File: src/timer01_pkg.sv
// Shared constants and types for the timer 0/1 split-mode and run/flag control block
package timer01_pkg;

  // Bit positions in timer_run_and_flag_control
  localparam int unsigned CTL_TIMER1_OVERFLOW_FLAG = 7;
  localparam int unsigned CTL_TIMER1_RUN_BIT = 6;
  localparam int unsigned CTL_TIMER0_OVERFLOW_FLAG = 5;
  localparam int unsigned CTL_TIMER0_RUN_BIT = 4;
  localparam int unsigned CTL_EXT_IRQ1_PENDING = 3;
  localparam int unsigned CTL_EXT_IRQ1_TYPE_SELECT = 2;
  localparam int unsigned CTL_EXT_IRQ0_PENDING = 1;
  localparam int unsigned CTL_EXT_IRQ0_TYPE_SELECT = 0;
  localparam logic [7:0] CTL_RESET = 8'h00;

  // Bit positions in timer_mode_register
  localparam int unsigned MODE_TIMER1_GATE_ENABLE = 7;
  localparam int unsigned MODE_TIMER1_COUNT_SOURCE_SELECT = 6;
  localparam int unsigned MODE_TIMER1_MODE_FIELD_HI = 5;
  localparam int unsigned MODE_TIMER1_MODE_FIELD_LO = 4;
  localparam int unsigned MODE_TIMER0_GATE_ENABLE = 3;
  localparam int unsigned MODE_TIMER0_COUNT_SOURCE_SELECT = 2;
  localparam int unsigned MODE_TIMER0_MODE_FIELD_HI = 1;
  localparam int unsigned MODE_TIMER0_MODE_FIELD_LO = 0;

  // Index of each timer byte on the byte write strobes
  localparam int unsigned BYTE_TIMER0_LOW = 0;
  localparam int unsigned BYTE_TIMER0_HIGH = 1;
  localparam int unsigned BYTE_TIMER1_LOW = 2;
  localparam int unsigned BYTE_TIMER1_HIGH = 3;

  // Index of each pin on the synchroniser bank and vector acknowledges
  localparam int unsigned PIN_TIMER0_COUNT = 0;
  localparam int unsigned PIN_TIMER1_COUNT = 1;
  localparam int unsigned PIN_EXT_IRQ0 = 2;
  localparam int unsigned PIN_EXT_IRQ1 = 3;
  localparam int unsigned ACK_EXT_IRQ0 = 0;
  localparam int unsigned ACK_TIMER0 = 1;
  localparam int unsigned ACK_EXT_IRQ1 = 2;
  localparam int unsigned ACK_TIMER1 = 3;

  localparam logic [7:0] BYTE_RESET = 8'h00;

  typedef enum logic [1:0] {
    MODE_13BIT = 2'b00,
    MODE_16BIT = 2'b01,
    MODE_RELOAD = 2'b10,
    MODE_SPLIT = 2'b11
  } timer_mode_t;

endpackage : timer01_pkg

File: src/pin_sync.sv
// Two-flop synchroniser with edge detection for one external pin
`timescale 1ns/100ps
module pin_sync (
  input wire logic i_clk,
  input wire logic i_srst,
  input wire logic i_pin,
  output logic o_level,
  output logic o_fall,
  output logic o_rise
);

  logic meta_q;
  logic sync_q;
  logic prev_q;

  always_ff @(posedge i_clk) begin
    if (i_srst) begin
      meta_q <= 1'b1;
      sync_q <= 1'b1;
      prev_q <= 1'b1;
    end else begin
      meta_q <= i_pin;
      sync_q <= meta_q;
      prev_q <= sync_q;
    end
  end

  // Edges are seen in the same cycle as the synchronised level changes
  assign o_level = sync_q;
  assign o_fall = prev_q & ~sync_q;
  assign o_rise = ~prev_q & sync_q;

endmodule : pin_sync

File: src/timer01_split_mode_and_control.sv
// Timer 0/1 counters with split mode and the timer run and flag control register
//
// How it works
// - Timer 0 mode three splits timer 0 into two independent 8-bit counters in its low and high bytes.
// - In split mode the low-byte counter uses timer 0's run, source select, gate and overflow flag.
// - In split mode the low byte counts its timer clock or falling edges of the count pin as selected.
// - In split mode the high byte is only a timer on the system or prescaled clock, never a pin.
// - In split mode the high byte counts only while timer 1's run bit is set and ignores any gate.
// - In split mode a high-byte overflow sets timer 1's overflow flag and so its interrupt request.
// - With timer 0 split, timer 1 runs in modes 0 to 2 but counts no pin events and never sets its flag.
// - With timer 0 split, timer 1 overflows still reach the serial ports as a baud-rate tick.
// - With timer 0 split, timer 1 runs whenever its mode is 0, 1 or 2 and stops in mode 3.
// - Timer 1's overflow flag in bit 7 is set by hardware, cleared by software or on vectoring.
// - Vectoring to the timer 1 service routine clears timer 1's overflow flag.
// - Timer 1 mode three leaves timer 1 inactive with no counting.
// - With its gate bit set timer 0, and timer 1 outside split mode, counts only while run is set and its interrupt input is active.
`timescale 1ns/100ps
module timer01_split_mode_and_control
  import timer01_pkg::*;
#(
  parameter int unsigned NUM_PINS = 4
) (
  input wire logic i_clk,
  input wire logic i_srst,
  input wire logic i_ctl_wr,
  input wire logic [7:0] i_ctl_wdata,
  input wire logic [7:0] i_timer_mode_register,
  input wire logic [3:0] i_byte_wr,
  input wire logic [7:0] i_byte_wdata,
  input wire logic i_timer0_sysclk_select,
  input wire logic i_timer1_sysclk_select,
  input wire logic i_prescale_tick,
  input wire logic i_ext_irq0_polarity,
  input wire logic i_ext_irq1_polarity,
  input wire logic i_timer0_count_pin,
  input wire logic i_timer1_count_pin,
  input wire logic i_ext_irq0_input,
  input wire logic i_ext_irq1_input,
  input wire logic [3:0] i_vector_ack,
  output logic [7:0] o_ctl_rdata,
  output logic [7:0] o_timer0_low_byte,
  output logic [7:0] o_timer0_high_byte,
  output logic [7:0] o_timer1_low_byte,
  output logic [7:0] o_timer1_high_byte,
  output logic o_timer0_irq,
  output logic o_timer1_irq,
  output logic o_ext_irq0_irq,
  output logic o_ext_irq1_irq,
  output logic o_timer1_baud_tick
);

  ////////////////////////////////////////////////////////////////////////////////
  // Counter step: returns {overflow, high byte, low byte}

  function automatic logic [16:0] step_timer(
    input logic [1:0] mode,
    input logic [7:0] lo,
    input logic [7:0] hi
  );
    logic [13:0] c13;
    logic [16:0] c16;
    logic [8:0] c8;
    logic [16:0] res;
    c13 = {1'b0, hi, lo[4:0]} + 14'h0001;
    c16 = {1'b0, hi, lo} + 17'h0_0001;
    c8 = {1'b0, lo} + 9'h001;
    unique case (timer_mode_t'(mode))
      // Upper three bits of the low byte are left untouched
      MODE_13BIT: res = {c13[13], c13[12:5], lo[7:5], c13[4:0]};
      MODE_16BIT: res = c16;
      MODE_RELOAD: res = {c8[8], hi, (c8[8] ? hi : c8[7:0])};
      // Split: the low byte alone wraps, the high byte is stepped elsewhere
      MODE_SPLIT: res = {c8[8], hi, c8[7:0]};
    endcase
    return res;
  endfunction : step_timer

  // Picks the high-active or the low-active view of an input by its polarity bit
  function automatic logic by_polarity(
    input logic pol,
    input logic if_high,
    input logic if_low
  );
    return pol ? if_high : if_low;
  endfunction : by_polarity

  ////////////////////////////////////////////////////////////////////////////////
  // Pin synchronisers
  // Pins change at any time, so each passes two flops before any logic reads it

  logic [NUM_PINS-1:0] pin_raw;
  logic [NUM_PINS-1:0] pin_level;
  logic [NUM_PINS-1:0] pin_fall;
  logic [NUM_PINS-1:0] pin_rise;

  assign pin_raw[PIN_TIMER0_COUNT] = i_timer0_count_pin;
  assign pin_raw[PIN_TIMER1_COUNT] = i_timer1_count_pin;
  assign pin_raw[PIN_EXT_IRQ0] = i_ext_irq0_input;
  assign pin_raw[PIN_EXT_IRQ1] = i_ext_irq1_input;

  for (genvar g = 0; g < NUM_PINS; g++) begin : g_pin
    pin_sync u_sync (
      .i_clk(i_clk),
      .i_srst(i_srst),
      .i_pin(pin_raw[g]),
      .o_level(pin_level[g]),
      .o_fall(pin_fall[g]),
      .o_rise(pin_rise[g])
    );
  end

  ////////////////////////////////////////////////////////////////////////////////
  // State

  logic [7:0] ctl_q;
  logic [7:0] ctl_d;
  logic [7:0] tl0_q;
  logic [7:0] tl0_d;
  logic [7:0] th0_q;
  logic [7:0] th0_d;
  logic [7:0] tl1_q;
  logic [7:0] tl1_d;
  logic [7:0] th1_q;
  logic [7:0] th1_d;
  logic baud_q;

  ////////////////////////////////////////////////////////////////////////////////
  // Decode of mode and control fields
  // The mode register is read live; it comes from logic on this same clock

  wire [1:0] t0_mode = i_timer_mode_register[MODE_TIMER0_MODE_FIELD_HI:MODE_TIMER0_MODE_FIELD_LO];
  wire [1:0] t1_mode = i_timer_mode_register[MODE_TIMER1_MODE_FIELD_HI:MODE_TIMER1_MODE_FIELD_LO];
  wire t0_gate = i_timer_mode_register[MODE_TIMER0_GATE_ENABLE];
  wire t1_gate = i_timer_mode_register[MODE_TIMER1_GATE_ENABLE];
  wire t0_count_src = i_timer_mode_register[MODE_TIMER0_COUNT_SOURCE_SELECT];
  wire t1_count_src = i_timer_mode_register[MODE_TIMER1_COUNT_SOURCE_SELECT];
  wire t0_run_bit = ctl_q[CTL_TIMER0_RUN_BIT];
  wire t1_run_bit = ctl_q[CTL_TIMER1_RUN_BIT];
  wire irq0_type = ctl_q[CTL_EXT_IRQ0_TYPE_SELECT];
  wire irq1_type = ctl_q[CTL_EXT_IRQ1_TYPE_SELECT];

  wire split = (t0_mode == MODE_SPLIT);
  // Mode three parks timer 1; with timer 0 split it is timer 1's only stop
  wire t1_mode_live = (t1_mode != MODE_SPLIT);

  // Interrupt inputs are active at the configured polarity (1 = high)
  wire irq0_active = by_polarity(i_ext_irq0_polarity, pin_level[PIN_EXT_IRQ0], ~pin_level[PIN_EXT_IRQ0]);
  wire irq1_active = by_polarity(i_ext_irq1_polarity, pin_level[PIN_EXT_IRQ1], ~pin_level[PIN_EXT_IRQ1]);
  wire irq0_edge = by_polarity(i_ext_irq0_polarity, pin_rise[PIN_EXT_IRQ0], pin_fall[PIN_EXT_IRQ0]);
  wire irq1_edge = by_polarity(i_ext_irq1_polarity, pin_rise[PIN_EXT_IRQ1], pin_fall[PIN_EXT_IRQ1]);

  // Timer clock: system clock every cycle, or the prescaled tick
  wire t0_tick = i_timer0_sysclk_select | i_prescale_tick;
  wire t1_tick = i_timer1_sysclk_select | i_prescale_tick;

  ////////////////////////////////////////////////////////////////////////////////
  // Timer 0 (low byte in split mode)

  // The gate lets an external level time a pulse width
  wire t0_enable = t0_run_bit & (~t0_gate | irq0_active);
  wire t0_src_tick = t0_count_src ? pin_fall[PIN_TIMER0_COUNT] : t0_tick;
  wire t0_inc = t0_enable & t0_src_tick;
  wire [16:0] t0_next = step_timer(t0_mode, tl0_q, th0_q);
  wire t0_ovf = t0_inc & t0_next[16];

  ////////////////////////////////////////////////////////////////////////////////
  // Timer 0 high byte in split mode: timer clock only, timer 1 run bit, no gate

  // Sharing timer 0's clock select keeps both halves on one timebase
  wire th0_inc = split & t1_run_bit & t0_tick;
  wire [8:0] th0_sum = {1'b0, th0_q} + 9'h001;
  wire th0_ovf = th0_inc & th0_sum[8];

  ////////////////////////////////////////////////////////////////////////////////
  // Timer 1

  // Outside split mode timer 1 follows the same run and gate rules as timer 0
  // While timer 0 is split, the mode field alone runs timer 1 and pins are ignored
  wire t1_enable_split = t1_mode_live;
  wire t1_enable_norm = t1_mode_live & t1_run_bit & (~t1_gate | irq1_active);
  wire t1_src_tick = (t1_count_src & ~split) ? pin_fall[PIN_TIMER1_COUNT] : t1_tick;
  wire t1_inc = (split ? t1_enable_split : t1_enable_norm) & t1_src_tick;
  wire [16:0] t1_next = step_timer(t1_mode, tl1_q, th1_q);
  wire t1_ovf = t1_inc & t1_next[16];

  // In split mode the timer 1 flag belongs to the timer 0 high byte
  wire tf1_set = split ? th0_ovf : t1_ovf;

  ////////////////////////////////////////////////////////////////////////////////
  // Byte next values; a software byte write wins over counting in that cycle

  assign tl0_d = i_byte_wr[BYTE_TIMER0_LOW] ? i_byte_wdata :
                 t0_inc ? t0_next[7:0] : tl0_q;
  assign th0_d = i_byte_wr[BYTE_TIMER0_HIGH] ? i_byte_wdata :
                 split ? (th0_inc ? th0_sum[7:0] : th0_q) :
                 t0_inc ? t0_next[15:8] : th0_q;
  assign tl1_d = i_byte_wr[BYTE_TIMER1_LOW] ? i_byte_wdata :
                 t1_inc ? t1_next[7:0] : tl1_q;
  assign th1_d = i_byte_wr[BYTE_TIMER1_HIGH] ? i_byte_wdata :
                 t1_inc ? t1_next[15:8] : th1_q;

  ////////////////////////////////////////////////////////////////////////////////
  // Control register next value; hardware set wins over any clear

  // A vector acknowledge only clears, so an overflow in the same cycle leaves the flag set
  wire ack_t1 = i_vector_ack[ACK_TIMER1];
  wire ack_t0 = i_vector_ack[ACK_TIMER0];
  wire ack_i1 = i_vector_ack[ACK_EXT_IRQ1];
  wire ack_i0 = i_vector_ack[ACK_EXT_IRQ0];

  wire tf1_keep = ack_t1 ? 1'b0 : i_ctl_wr ? i_ctl_wdata[CTL_TIMER1_OVERFLOW_FLAG] :
                  ctl_q[CTL_TIMER1_OVERFLOW_FLAG];
  wire tf0_keep = ack_t0 ? 1'b0 : i_ctl_wr ? i_ctl_wdata[CTL_TIMER0_OVERFLOW_FLAG] :
                  ctl_q[CTL_TIMER0_OVERFLOW_FLAG];
  wire ie1_keep = ack_i1 ? 1'b0 : i_ctl_wr ? i_ctl_wdata[CTL_EXT_IRQ1_PENDING] :
                  ctl_q[CTL_EXT_IRQ1_PENDING];
  wire ie0_keep = ack_i0 ? 1'b0 : i_ctl_wr ? i_ctl_wdata[CTL_EXT_IRQ0_PENDING] :
                  ctl_q[CTL_EXT_IRQ0_PENDING];

  // Level type: the pending flag tracks the active input, so clearing it has no lasting effect
  wire ie1_next = irq1_type ? (irq1_edge | ie1_keep) : irq1_active;
  wire ie0_next = irq0_type ? (irq0_edge | ie0_keep) : irq0_active;

  always_comb begin
    ctl_d = ctl_q;
    if (i_ctl_wr) begin
      ctl_d[CTL_TIMER1_RUN_BIT] = i_ctl_wdata[CTL_TIMER1_RUN_BIT];
      ctl_d[CTL_TIMER0_RUN_BIT] = i_ctl_wdata[CTL_TIMER0_RUN_BIT];
      ctl_d[CTL_EXT_IRQ1_TYPE_SELECT] = i_ctl_wdata[CTL_EXT_IRQ1_TYPE_SELECT];
      ctl_d[CTL_EXT_IRQ0_TYPE_SELECT] = i_ctl_wdata[CTL_EXT_IRQ0_TYPE_SELECT];
    end
    ctl_d[CTL_TIMER1_OVERFLOW_FLAG] = tf1_set | tf1_keep;
    ctl_d[CTL_TIMER0_OVERFLOW_FLAG] = t0_ovf | tf0_keep;
    ctl_d[CTL_EXT_IRQ1_PENDING] = ie1_next;
    ctl_d[CTL_EXT_IRQ0_PENDING] = ie0_next;
  end

  ////////////////////////////////////////////////////////////////////////////////
  // Registers

  always_ff @(posedge i_clk) begin
    if (i_srst) begin
      ctl_q <= CTL_RESET;
    end else begin
      ctl_q <= ctl_d;
    end
  end

  // Counter bytes clear on reset so software starts from a known count
  always_ff @(posedge i_clk) begin
    if (i_srst) begin
      tl0_q <= BYTE_RESET;
    end else begin
      tl0_q <= tl0_d;
    end
  end

  always_ff @(posedge i_clk) begin
    if (i_srst) begin
      th0_q <= BYTE_RESET;
    end else begin
      th0_q <= th0_d;
    end
  end

  always_ff @(posedge i_clk) begin
    if (i_srst) begin
      tl1_q <= BYTE_RESET;
    end else begin
      tl1_q <= tl1_d;
    end
  end

  always_ff @(posedge i_clk) begin
    if (i_srst) begin
      th1_q <= BYTE_RESET;
    end else begin
      th1_q <= th1_d;
    end
  end

  // Registered tick: the serial ports see it in the same cycle as the wrapped count, one cycle after the overflow
  always_ff @(posedge i_clk) begin
    if (i_srst) begin
      baud_q <= 1'b0;
    end else begin
      baud_q <= t1_ovf;
    end
  end

  ////////////////////////////////////////////////////////////////////////////////
  // Outputs, all straight from flops

  assign o_ctl_rdata = ctl_q;
  assign o_timer0_low_byte = tl0_q;
  assign o_timer0_high_byte = th0_q;
  assign o_timer1_low_byte = tl1_q;
  assign o_timer1_high_byte = th1_q;
  // Interrupt requests are the flag bits themselves, so they drop with the flags
  assign o_timer0_irq = ctl_q[CTL_TIMER0_OVERFLOW_FLAG];
  assign o_timer1_irq = ctl_q[CTL_TIMER1_OVERFLOW_FLAG];
  assign o_ext_irq0_irq = ctl_q[CTL_EXT_IRQ0_PENDING];
  assign o_ext_irq1_irq = ctl_q[CTL_EXT_IRQ1_PENDING];
  assign o_timer1_baud_tick = baud_q;

endmodule : timer01_split_mode_and_control

File: config.mk
export PLATFORM = sky130hd
export DESIGN_NAME = timer01_split_mode_and_control
export DESIGN_NICKNAME = d
export VERILOG_FILES = /design/src/timer01_pkg.sv /design/src/pin_sync.sv /design/src/timer01_split_mode_and_control.sv
export SDC_FILE = /design/constraint.sdc
export NUM_CORES = 1
export LEC_CHECK = 0
export ABC_AREA = 1
export BUFFER_PORTS_ARGS = -buffer_cell sky130_fd_sc_hd__buf_2
export CORE_MARGIN = 5
export CORE_UTILIZATION = 28
export DETAILED_ROUTE_END_ITERATION = 12
export GPL_TIMING_DRIVEN = 0
export PLACE_DENSITY = 0.53
export SYNTH_ARGS = -nofsm -noshare
export SYNTH_HDL_FRONTEND = slang
export SYNTH_SLANG_ARGS = --single-unit
File: constraint.sdc
create_clock -name i_clk -period 1.6 [get_ports i_clk]
set_clock_uncertainty 0.05 [all_clocks]
set_input_delay 0.4 -clock i_clk [delete_from_list [all_inputs] [get_ports i_clk]]
set_output_delay 0.4 -clock i_clk [all_outputs]
set_load 0.05 [all_outputs]
==> results.sh, run 1 <==
export IMPL_numCtsBuffers=5
export IMPL_vias_per_cell=4.94
export IMPL_critPathKind="reg -> reg"
export IMPL_grt_use_total=0.176
export IMPL_synth_fp_nets=722
export IMPL_first_global_vias=4468
export IMPL_worst_pin_slew_ps=616
export IMPL_drv_slew=0
export IMPL_port_buffers=85
export IMPL_grt_pass1_wl_um=23300
export IMPL_cts_sinks=53
export IMPL_start_util=0.286
export IMPL_setup_viol_count_final=2
export IMPL_fmax_mhz=619
export IMPL_finalPower_mw=3.76
export IMPL_syn_inst=675
export IMPL_die_area_um2=16700
export IMPL_worstPathMaxFanout=7
export IMPL_synth_seq_cells=53
export IMPL_drive_above_1_share=0.361
export IMPL_timing_hold_ws_ps=222
export IMPL_drc_errors=0
export IMPL_ys_warn_count=0
export IMPL_status="complete, but fails checks"
export IMPL_cap_violations=0
export IMPL_period_share=1.01
export IMPL_gr_total_overflow=0
export IMPL_rsz0062_at_grt="yes"
export IMPL_yosysSeqAreaShare=0.266
export IMPL_layout_cells_non_filler=980
export IMPL_wirelength_um=15100
export IMPL_cellPowerDensity_nw_per_um2=680
export IMPL_io_pin_count=89
export IMPL_start_kind="register"
export IMPL_hpwl_um=11300
export IMPL_timing_final_ws_setup_ps=-16.5
export IMPL_hold_violations=0
export IMPL_nets=846
export IMPL_diodes=0
export IMPL_violations="setup timing"
export IMPL_cp_required_ps=1720
export IMPL_core_um2=13900
export IMPL_antenna_left=0
export IMPL_synthArstFlopShare=0
export IMPL_grt_max_degree=18
export IMPL_htree_levels=2
export IMPL_cp_common_cell="nor2_4"
export IMPL_grt_antenna_before_repair=0
export IMPL_p_leak_nw=2.53
export IMPL_clock_latency_ps=300
export IMPL_area_growth_syn_to_layout_pct=38.7
export IMPL_ir_worst_vdd_v=0.000450
export IMPL_first_iter_violations=295
export IMPL_path_buf_inv=1
export IMPL_cp_arrival_ps=1740
export IMPL_crit_path_end_kind="register"
export IMPL_dp_slack_ps=-382
export IMPL_die_w_um=129
export IMPL_vias=4845
export IMPL_finalCriticalPeriod_ps=1620
export IMPL_die_h_um=129
export IMPL_clock_path_buffers=2
export IMPL_drt_pre_antenna_iters=5
export IMPL_timing_slew_headroom=0.590
export IMPL_wl_per_cell_um=15.4
export IMPL_num_rows=43
export IMPL_synth_cell_types=37
export IMPL_path_cells="ha_4, nand2_4, nor2_4, nand3_4, nor2_4, inv_4, o21a_1, a21oi_2, nor2_1"
export IMPL_cts_root_buffer="clkbuf_16"
export IMPL_path_clk_slew_ps=80
export IMPL_place_gp_congestion=0.894
export IMPL_dp_cells=940
export IMPL_cp_slowest_stage_delay_ps=380
export IMPL_ys_flop_type="dfxtp_1"
export IMPL_synth_edf_count=0
export IMPL_synth_cell_area_um2=3990
export IMPL_path_delay_family="simple AND/OR/NAND/NOR gates"
export IMPL_avgSynthCellArea_um2=5.91
export IMPL_hp_class="in -> reg"
export IMPL_cts_tree="built"
export IMPL_slowest_stage="dfxtp_4"
[placed cells by master, fill, tap and decap left out, types with 12 or more instances in the layout]
master	n
nand2_2	27
dfxtp_2	15
buf_2	84
o21ai_0	36
or2_2	12
nor2_4	17
nand2_1	151
buf_4	32
inv_2	14
dfxtp_4	16
nor2_1	68
inv_1	66
dfxtp_1	22
a21oi_1	46
nand3_1	48
o21ai_1	13
nand4_1	13
[what timing repair did]
action / CTS / global route
gates resized for setup: 26 / 83
hold endpoints to repair: 0 / 0
setup endpoints to repair: 30 / 38
hold buffers: 0 / 0
setup buffers: 16 / 17
pin swaps: 10 / 27
[area by class of cell]
class	count	area (um2)
inverter	85	327
clock buffer	5	125
timing repair buffer	118	716
sequential	53	1140
buffer	15	75.1
tap	180	225
multi-input combinational	521	2910
fill	1529	8400
clock inverter	3	20.0
[worst reg2reg max path, stage by stage (launching register included)]
cell	delay, ps
dfxtp_4	380
ha_4	150
nand2_4	60
nor2_4	130
nand3_4	120
nor2_4	160
inv_4	80
o21a_1	190
a21oi_2	130
nor2_1	40
[synth_stat cells, types with 6 or more instances]
master,instances,area share
a21oi_1,57,0.071
a22oi_1,9,0.017
clkbuf_1,9,0.0085
dfxtp_1,53,0.27
inv_1,66,0.062
inv_2,17,0.016
nand2_1,175,0.16
nand2_2,8,0.013
nand3_1,61,0.076
nand4_1,13,0.020
nor2_1,79,0.074
nor2_2,6,0.0094
nor2_4,8,0.023
nor3_1,6,0.0075
o21ai_0,38,0.048
o21ai_1,18,0.023
or2_2,12,0.019
[through the flow]
stage | utilization | area [um2] | setup TNS (ps)
detailed placement | 0.340 | 4740 | -9630
finish | 0.397 | 5530 | -20.2
CTS | 0.366 | 5090 | -51.6
floorplan | - | 4090 | -222
global route | 0.397 | 5530 | -1440
global placement | 0.340 | 4740 | -9930
[registers in the layout (all words and copies together), names as in the netlist]
name and cells:
g_pin.u_sync.o_level 4, o_timer0_low_byte 8, o_timer0_high_byte 8, g_pin.u_sync.prev_q 4, o_timer1_baud_tick 1, g_pin.u_sync.meta_q 4, o_timer1_low_byte 8, o_timer1_high_byte 8
o_ctl_rdata 8
[cell families (layout without fill, tap and decap cells)]
logic type               Yosys count  after routing  share of synthesized area
AO/OA/AOI/OAI                    135            135                      0.182
adder cells (fa/ha/maj)            3              3                    0.00941
flip-flops                        53             53                      0.266
AND/OR/NAND/NOR                  376            376                      0.427
multiplexers                       1              1                    0.00251
XOR/XNOR                           6              6                     0.0132
buffers and inverters            101            226                     0.0997
[metal layers]
| layer | track usage | routed length [um] | up-vias |
|---|---|---|---|
| li1 | - | - | 2457 |
| met1 | 0.233 | 6560 | 2204 |
| met2 | 0.293 | 7350 | 156 |
| met3 | 0.0256 | 786 | 28 |
| met4 | 0.0636 | 403 | 0 |
| met5 | 0 | 0 | - |
[worst paths after layout]
| check | end | from | slack, ps | depth (start not counted) |
|---|---|---|---|---|
| max | o_timer0_low_byte[3] | o_timer0_low_byte[0] | -20 | 9 |
| min | g_pin[3].u_sync.meta_q | i_ext_irq1_input | 220 | 2 |
| max reg2reg | o_timer0_low_byte[3] | o_timer0_low_byte[0] | -20 | 9 |
| min reg2reg | g_pin[0].u_sync.o_level | g_pin[0].u_sync.meta_q | 360 | 1 |
[where the power goes]
part | internal (mW) | switching (mW) | total [mW]
logic | 0.338 | 0.773 | 1.11
clock network | 0.582 | 0.522 | 1.10
registers | 1.41 | 0.144 | 1.55
Power figures use the tool's default switching activity.
==> run 2: changes to the inputs <==
CORE_UTILIZATION = 29   (was 28)
PLACE_DENSITY = 0.55   (was 0.53)
REMOVE_ABC_BUFFERS = 1   (was default)
==> results.sh, run 2 (synthesis results as in run 1) <==
export IMPL_status="complete, but fails checks"
export IMPL_violations="setup timing"
export IMPL_r2r_start="o_timer0_low_byte[1]"
export IMPL_period_share=1.04
export IMPL_p_leak_nw=2.47
export IMPL_die_area_um2=16200
export IMPL_clock_path_buffers=2
export IMPL_timing_slew_headroom=0.520
export IMPL_dp_slack_ps=-549
export IMPL_core_um2=13300
export IMPL_start_kind="register"
export IMPL_rr_endpoint="o_timer0_low_byte[0]"
export IMPL_fmax_mhz=600
export IMPL_nets=830
export IMPL_hold_violations=0
export IMPL_cts_root_buffer="clkbuf_16"
export IMPL_worstPathMaxFanout=4
export IMPL_die_w_um=127
export IMPL_cap_violations=0
export IMPL_grt_pass1_wl_um=21700
export IMPL_drt_pre_antenna_iters=5
export IMPL_reg2regPathDepth=10
export IMPL_crit_path_end_kind="register"
export IMPL_vias=4678
export IMPL_place_gp_congestion=0.896
export IMPL_drive_above_1_share=0.342
export IMPL_layout_common_cells="nand2_1 (152), buf_2 (87), nor2_1 (68), inv_1 (63), nand3_1 (57)"
export IMPL_wl_per_cell_um=14.5
export IMPL_io_pin_count=89
export IMPL_grt_antenna_before_repair=0
export IMPL_holdCritStartpoint="i_timer1_count_pin"
export IMPL_first_global_vias=4294
export IMPL_start_util=0.299
export IMPL_ctsHoldBuffers=0
export IMPL_num_rows=42
export IMPL_holdPathEnd="g_pin[1].u_sync.meta_q"
export IMPL_first_iter_violations=419
export IMPL_area_growth_syn_to_layout_pct=34.6
export IMPL_die_h_um=127
export IMPL_ir_worst_vdd_v=0.000342
export IMPL_startpoint="o_timer0_low_byte[1]"
export IMPL_vias_per_cell=4.87
export IMPL_htree_levels=2
export IMPL_cp_required_ps=1710
export IMPL_setup_viol_count_final=8
export IMPL_timing_hold_ws_ps=232
export IMPL_timing_final_ws_setup_ps=-67.5
export IMPL_hpwl_um=10600
export IMPL_cp_common_cell="nor2_4"
export IMPL_wirelength_um=13900
export IMPL_path_clk_slew_ps=80
export IMPL_hold_depth=2
export IMPL_diodes=0
export IMPL_numCtsBuffers=5
export IMPL_cp_arrival_ps=1770
export IMPL_final_common_cell="nand2_1"
export IMPL_rsz0062_at_grt="yes"
export IMPL_drv_slew=0
export IMPL_gr_total_overflow=0
export IMPL_grt_max_degree=36
export IMPL_r2r_slack_ps=-70
export IMPL_path_cells="ha_4, nand2_4, nor2_4, nand3_4, nor2_4, buf_6, buf_4, nand2_2, a21oi_2, nor2_1"
export IMPL_cp_slowest_stage_delay_ps=360
export IMPL_finalPower_mw=3.72
export IMPL_clock_latency_ps=290
export IMPL_hp_class="in -> reg"
export IMPL_cellPowerDensity_nw_per_um2=693
export IMPL_antenna_left=0
export IMPL_cts_sinks=53
export IMPL_finalCriticalPeriod_ps=1670
export IMPL_port_buffers=88
export IMPL_cts_tree="built"
export IMPL_slowest_stage="dfxtp_4"
export IMPL_worst_pin_slew_ps=719
export IMPL_grt_use_total=0.165
export IMPL_critPathKind="reg -> reg"
export IMPL_postLayoutCoreUtil=0.403
export IMPL_drc_errors=0
==> run 2: cell count changes in the layout (fill, tap and decap cells not counted), sizes merged <==
cell / before / now
buf: 123 / 116
clkbuf: 15 / 6
inv: 84 / 83
clkinvlp: 1 / 2
==> run 2: worst max-delay path, delay by kind of cell, from the launching register on <==
kind / cells / cell delay [ps]
compound gates: 1 / 140
fa+ha+maj: 1 / 150
buf+inv: 2 / 230
flops: 1 / 360
simple gates: 6 / 600
==> run 2: area by class of cell <==
cell class | count | area [um2]
Multi-Input combinational cell | 521 | 2860
Tap cell | 176 | 220
Inverter | 85 | 330
Timing Repair Buffer | 117 | 683
Clock inverter | 3 | 25.0
Sequential cell | 53 | 1130
Fill cell | 1512 | 7980
Clock buffer | 5 | 125
==> run 2: power breakdown <==
part	total (mW)	switching, mW	internal, mW
Combinational	1.07	0.753	0.322
Sequential	1.55	0.139	1.41
Clock	1.10	0.515	0.589
Total	3.72	1.41	2.32
==> run 2: worst max path at each step <==
stage | cells past startpoint | endpoint
2_1_floorplan | 9 | o_timer1_low_byte[0]
3_3_place_gp | 9 | o_timer1_low_byte[0]
3_5_place_dp | 9 | o_timer1_low_byte[3]
4_1_cts | 9 | o_timer1_low_byte[3]
5_1_grt | 12 | o_timer0_low_byte[6]
6_report | 10 | o_timer0_low_byte[0]
==> run 2: through the flow <==
| stage | setup TNS (ps) | cell area (um2) | std cells |
|---|---|---|---|
| 6_report | -261 | 5370 | 960 |
| 5_1_grt | -2180 | 5370 | 960 |
| 4_1_cts | -250 | 4970 | 942 |
| 3_5_place_dp | -13660 | 4570 | 923 |
| 3_3_place_gp | -14030 | 4570 | 923 |
| 2_1_floorplan | -13250 | 3910 | 659 |
==> run 2: timing repair <==
| action | CTS | global route |
|---|---|---|
| gates resized for setup | 52 | 85 |
| endpoints found under the setup margin | 38 | 43 |
| setup buffers | 11 | 18 |
| pin swaps | 13 | 29 |
| endpoints found under the hold margin | 0 | 0 |
==> run 2: per-layer routing <==
layer | vias up | track usage | wire [um]
li1 | 2422 | - | -
met1 | 2128 | 0.221 | 6280
met2 | 124 | 0.286 | 6890
met3 | 4 | 0.0184 | 685
met4 | 0 | 0.0322 | 68
met5 | - | 0 | 0
==> run 3: changes to the inputs <==
ABC_AREA = 0   (was 1)
CTS_CLUSTER_SIZE = 30   (was default)
==> results.sh, run 3 <==
export IMPL_start_kind="register"
export IMPL_first_global_vias=4159
export IMPL_nets=635
export IMPL_layout_common_cells="buf_2 (83), nand2_1 (36), nor2_1 (33), buf_4 (30), a21oi_1 (26)"
export IMPL_cp_arrival_ps=1900
export IMPL_hpwl_um=10200
export IMPL_path_cells="and3_2, a31oi_4, o21ai_0, a221o_1, a221oi_2"
export IMPL_final_common_cell="buf_2"
export IMPL_hold_violations=0
export IMPL_grt_pass1_wl_um=22800
export IMPL_cap_violations=0
export IMPL_cp_required_ps=1760
export IMPL_htree_levels=2
export IMPL_synth_commonest_cells="dfxtp_1 (53), nor2_1 (43), nand2_1 (40), a21oi_1 (29), inv_1 (22)"
export IMPL_antenna_left=0
export IMPL_setup_viol_count_final=23
export IMPL_port_buffers=88
export IMPL_avgSynthCellArea_um2=7.83
export IMPL_wirelength_um=14500
export IMPL_core_um2=13200
export IMPL_fmax_mhz=574
export IMPL_p_leak_nw=2.05
export IMPL_vias_per_cell=5.75
export IMPL_worstPathMaxFanout=6
export IMPL_timing_final_ws_setup_ps=-142
export IMPL_dp_slack_ps=-713
export IMPL_synth_top_area_frac=0.274
export IMPL_gr_total_overflow=0
export IMPL_io_pin_count=89
export IMPL_start_util=0.293
export IMPL_worst_pin_slew_ps=698
export IMPL_synth_edf_count=0
export IMPL_layout_cell_area_non_filler_um2=5330
export IMPL_finalCriticalPeriod_ps=1740
export IMPL_path_delay_family="compound AO/OA/AOI/OAI gates"
export IMPL_drt_pre_antenna_iters=5
export IMPL_crit_path_end_kind="register"
export IMPL_grt_antenna_before_repair=0
export IMPL_place_gp_congestion=0.917
export IMPL_path_buf_inv=0
export IMPL_synthArstFlopShare=0
export IMPL_cellPowerDensity_nw_per_um2=738
export IMPL_first_iter_violations=406
export IMPL_synth_seq_cells=53
export IMPL_cts_root_buffer="clkbuf_16"
export IMPL_period_share=1.09
export IMPL_synth_cell_area_um2=3870
export IMPL_finalPower_mw=3.94
export IMPL_drive_above_1_share=0.452
export IMPL_die_w_um=126
export IMPL_rsz0062_at_grt="yes"
export IMPL_yosysSeqAreaShare=0.274
export IMPL_cts_sinks=53
export IMPL_path_clk_slew_ps=80
export IMPL_hp_class="in -> reg"
export IMPL_vias=4396
export IMPL_numCtsBuffers=5
export IMPL_ir_worst_vdd_v=0.000399
export IMPL_drv_slew=0
export IMPL_clock_path_buffers=2
export IMPL_tns_ps=-1390
export IMPL_placed_area_um2=4350
export IMPL_timing_slew_headroom=0.534
export IMPL_area_growth_syn_to_layout_pct=37.8
export IMPL_timing_hold_ws_ps=231
export IMPL_ys_warn_count=0
export IMPL_num_rows=42
export IMPL_grt_max_degree=65
export IMPL_cp_slowest_stage_delay_ps=370
export IMPL_synth_cell_types=81
export IMPL_synth_largest_area_cell="dfxtp_1"
export IMPL_synth_most_common_cell="dfxtp_1"
export IMPL_grt_use_total=0.175
export IMPL_violations="setup timing"
export IMPL_slowest_stage="dfxtp_2"
export IMPL_diodes=0
export IMPL_ys_flop_type="dfxtp_1"
export IMPL_die_h_um=126
export IMPL_cts_tree="built"
export IMPL_die_area_um2=15800
export IMPL_syn_inst=494
export IMPL_status="complete, but fails checks"
export IMPL_wl_per_cell_um=18.9
export IMPL_drc_errors=0
export IMPL_critPathKind="reg -> reg"
export IMPL_clock_latency_ps=300
export IMPL_synth_area_top_cells="dfxtp_1 (27%), nor2_1 (4.2%), nand2_1 (3.9%)"
==> run 3: cell count changes in the layout (fill, tap and decap cells not counted), moves of 11 or more <==
cell	before	now
inv_2	16	0
nand2_2	26	3
nand3_1	57	9
o21ai_0	35	11
a21oi_1	47	26
nor2_4	19	6
inv_1	63	22
o21ai_1	17	6
nor2_1	68	33
nand2_1	152	36
==> run 3: worst paths after layout <==
path | startpoint | end | slack [ps] | cells past startpoint
max reg2reg | o_timer0_low_byte[7] | o_timer0_high_byte[3] | -140 | 5
min reg2reg | g_pin[3].u_sync.meta_q | g_pin[3].u_sync.o_level | 360 | 1
max | o_timer0_low_byte[7] | o_timer0_high_byte[3] | -140 | 5
min | i_timer1_count_pin | g_pin[1].u_sync.meta_q | 230 | 2
==> run 3: repair_timing <==
action	in CTS	in global routing
setup endpoints to repair	46	36
resized for setup	94	60
hold buffers	0	0
pin swaps	41	32
buffers inserted	23	14
==> run 3: area by class of cell <==
class | count | area (um2)
fillers | 1357 | 7860
inverters | 22 | 82.6
multi-input cells | 381 | 2930
clock inverters | 3 | 46.3
repair buffers | 125 | 786
well taps | 176 | 220
clock buffers | 5 | 125
flip-flops and latches | 53 | 1140
==> run 3: power breakdown <==
part	total [mW]	switching, mW	internal [mW]	leakage, nW
Combinational	1.10	0.703	0.393	1.52
Sequential	1.55	0.152	1.40	0.453
Clock	1.28	0.542	0.743	0.0800
==> run 3: layer usage <==
| metal | track usage | wire length [um] |
|---|---|---|
| met5 | 0 | 0 |
| met4 | 0.0383 | 167 |
| met3 | 0.0299 | 872 |
| met2 | 0.287 | 6990 |
| met1 | 0.241 | 6450 |
==> run 3: per-stage QoR <==
stage               cells  utilization
floorplan             456            -
global placement      720        0.330
detailed placement    720        0.330
CTS                   751        0.379
global route          765        0.404
finish                765        0.404
==> run 3: cells by family (layout without fill, tap and decap cells) <==
family          after synthesis  count (layout)  synth area share
simple gates                202             202             0.287
compound gates              152             152             0.301
buf+inv                      60             155            0.0689
flops                        53              53             0.274
xor+xnor                     12              12            0.0272
mux                          12              12            0.0314
fa+ha+maj                     3               3           0.00970
==> run 3: worst reg2reg max path: stages (launching register included) <==
cell and delay, ps:
dfxtp_2 370, and3_2 300, a31oi_4 230, o21ai_0 110
a221o_1 350, a221oi_2 240
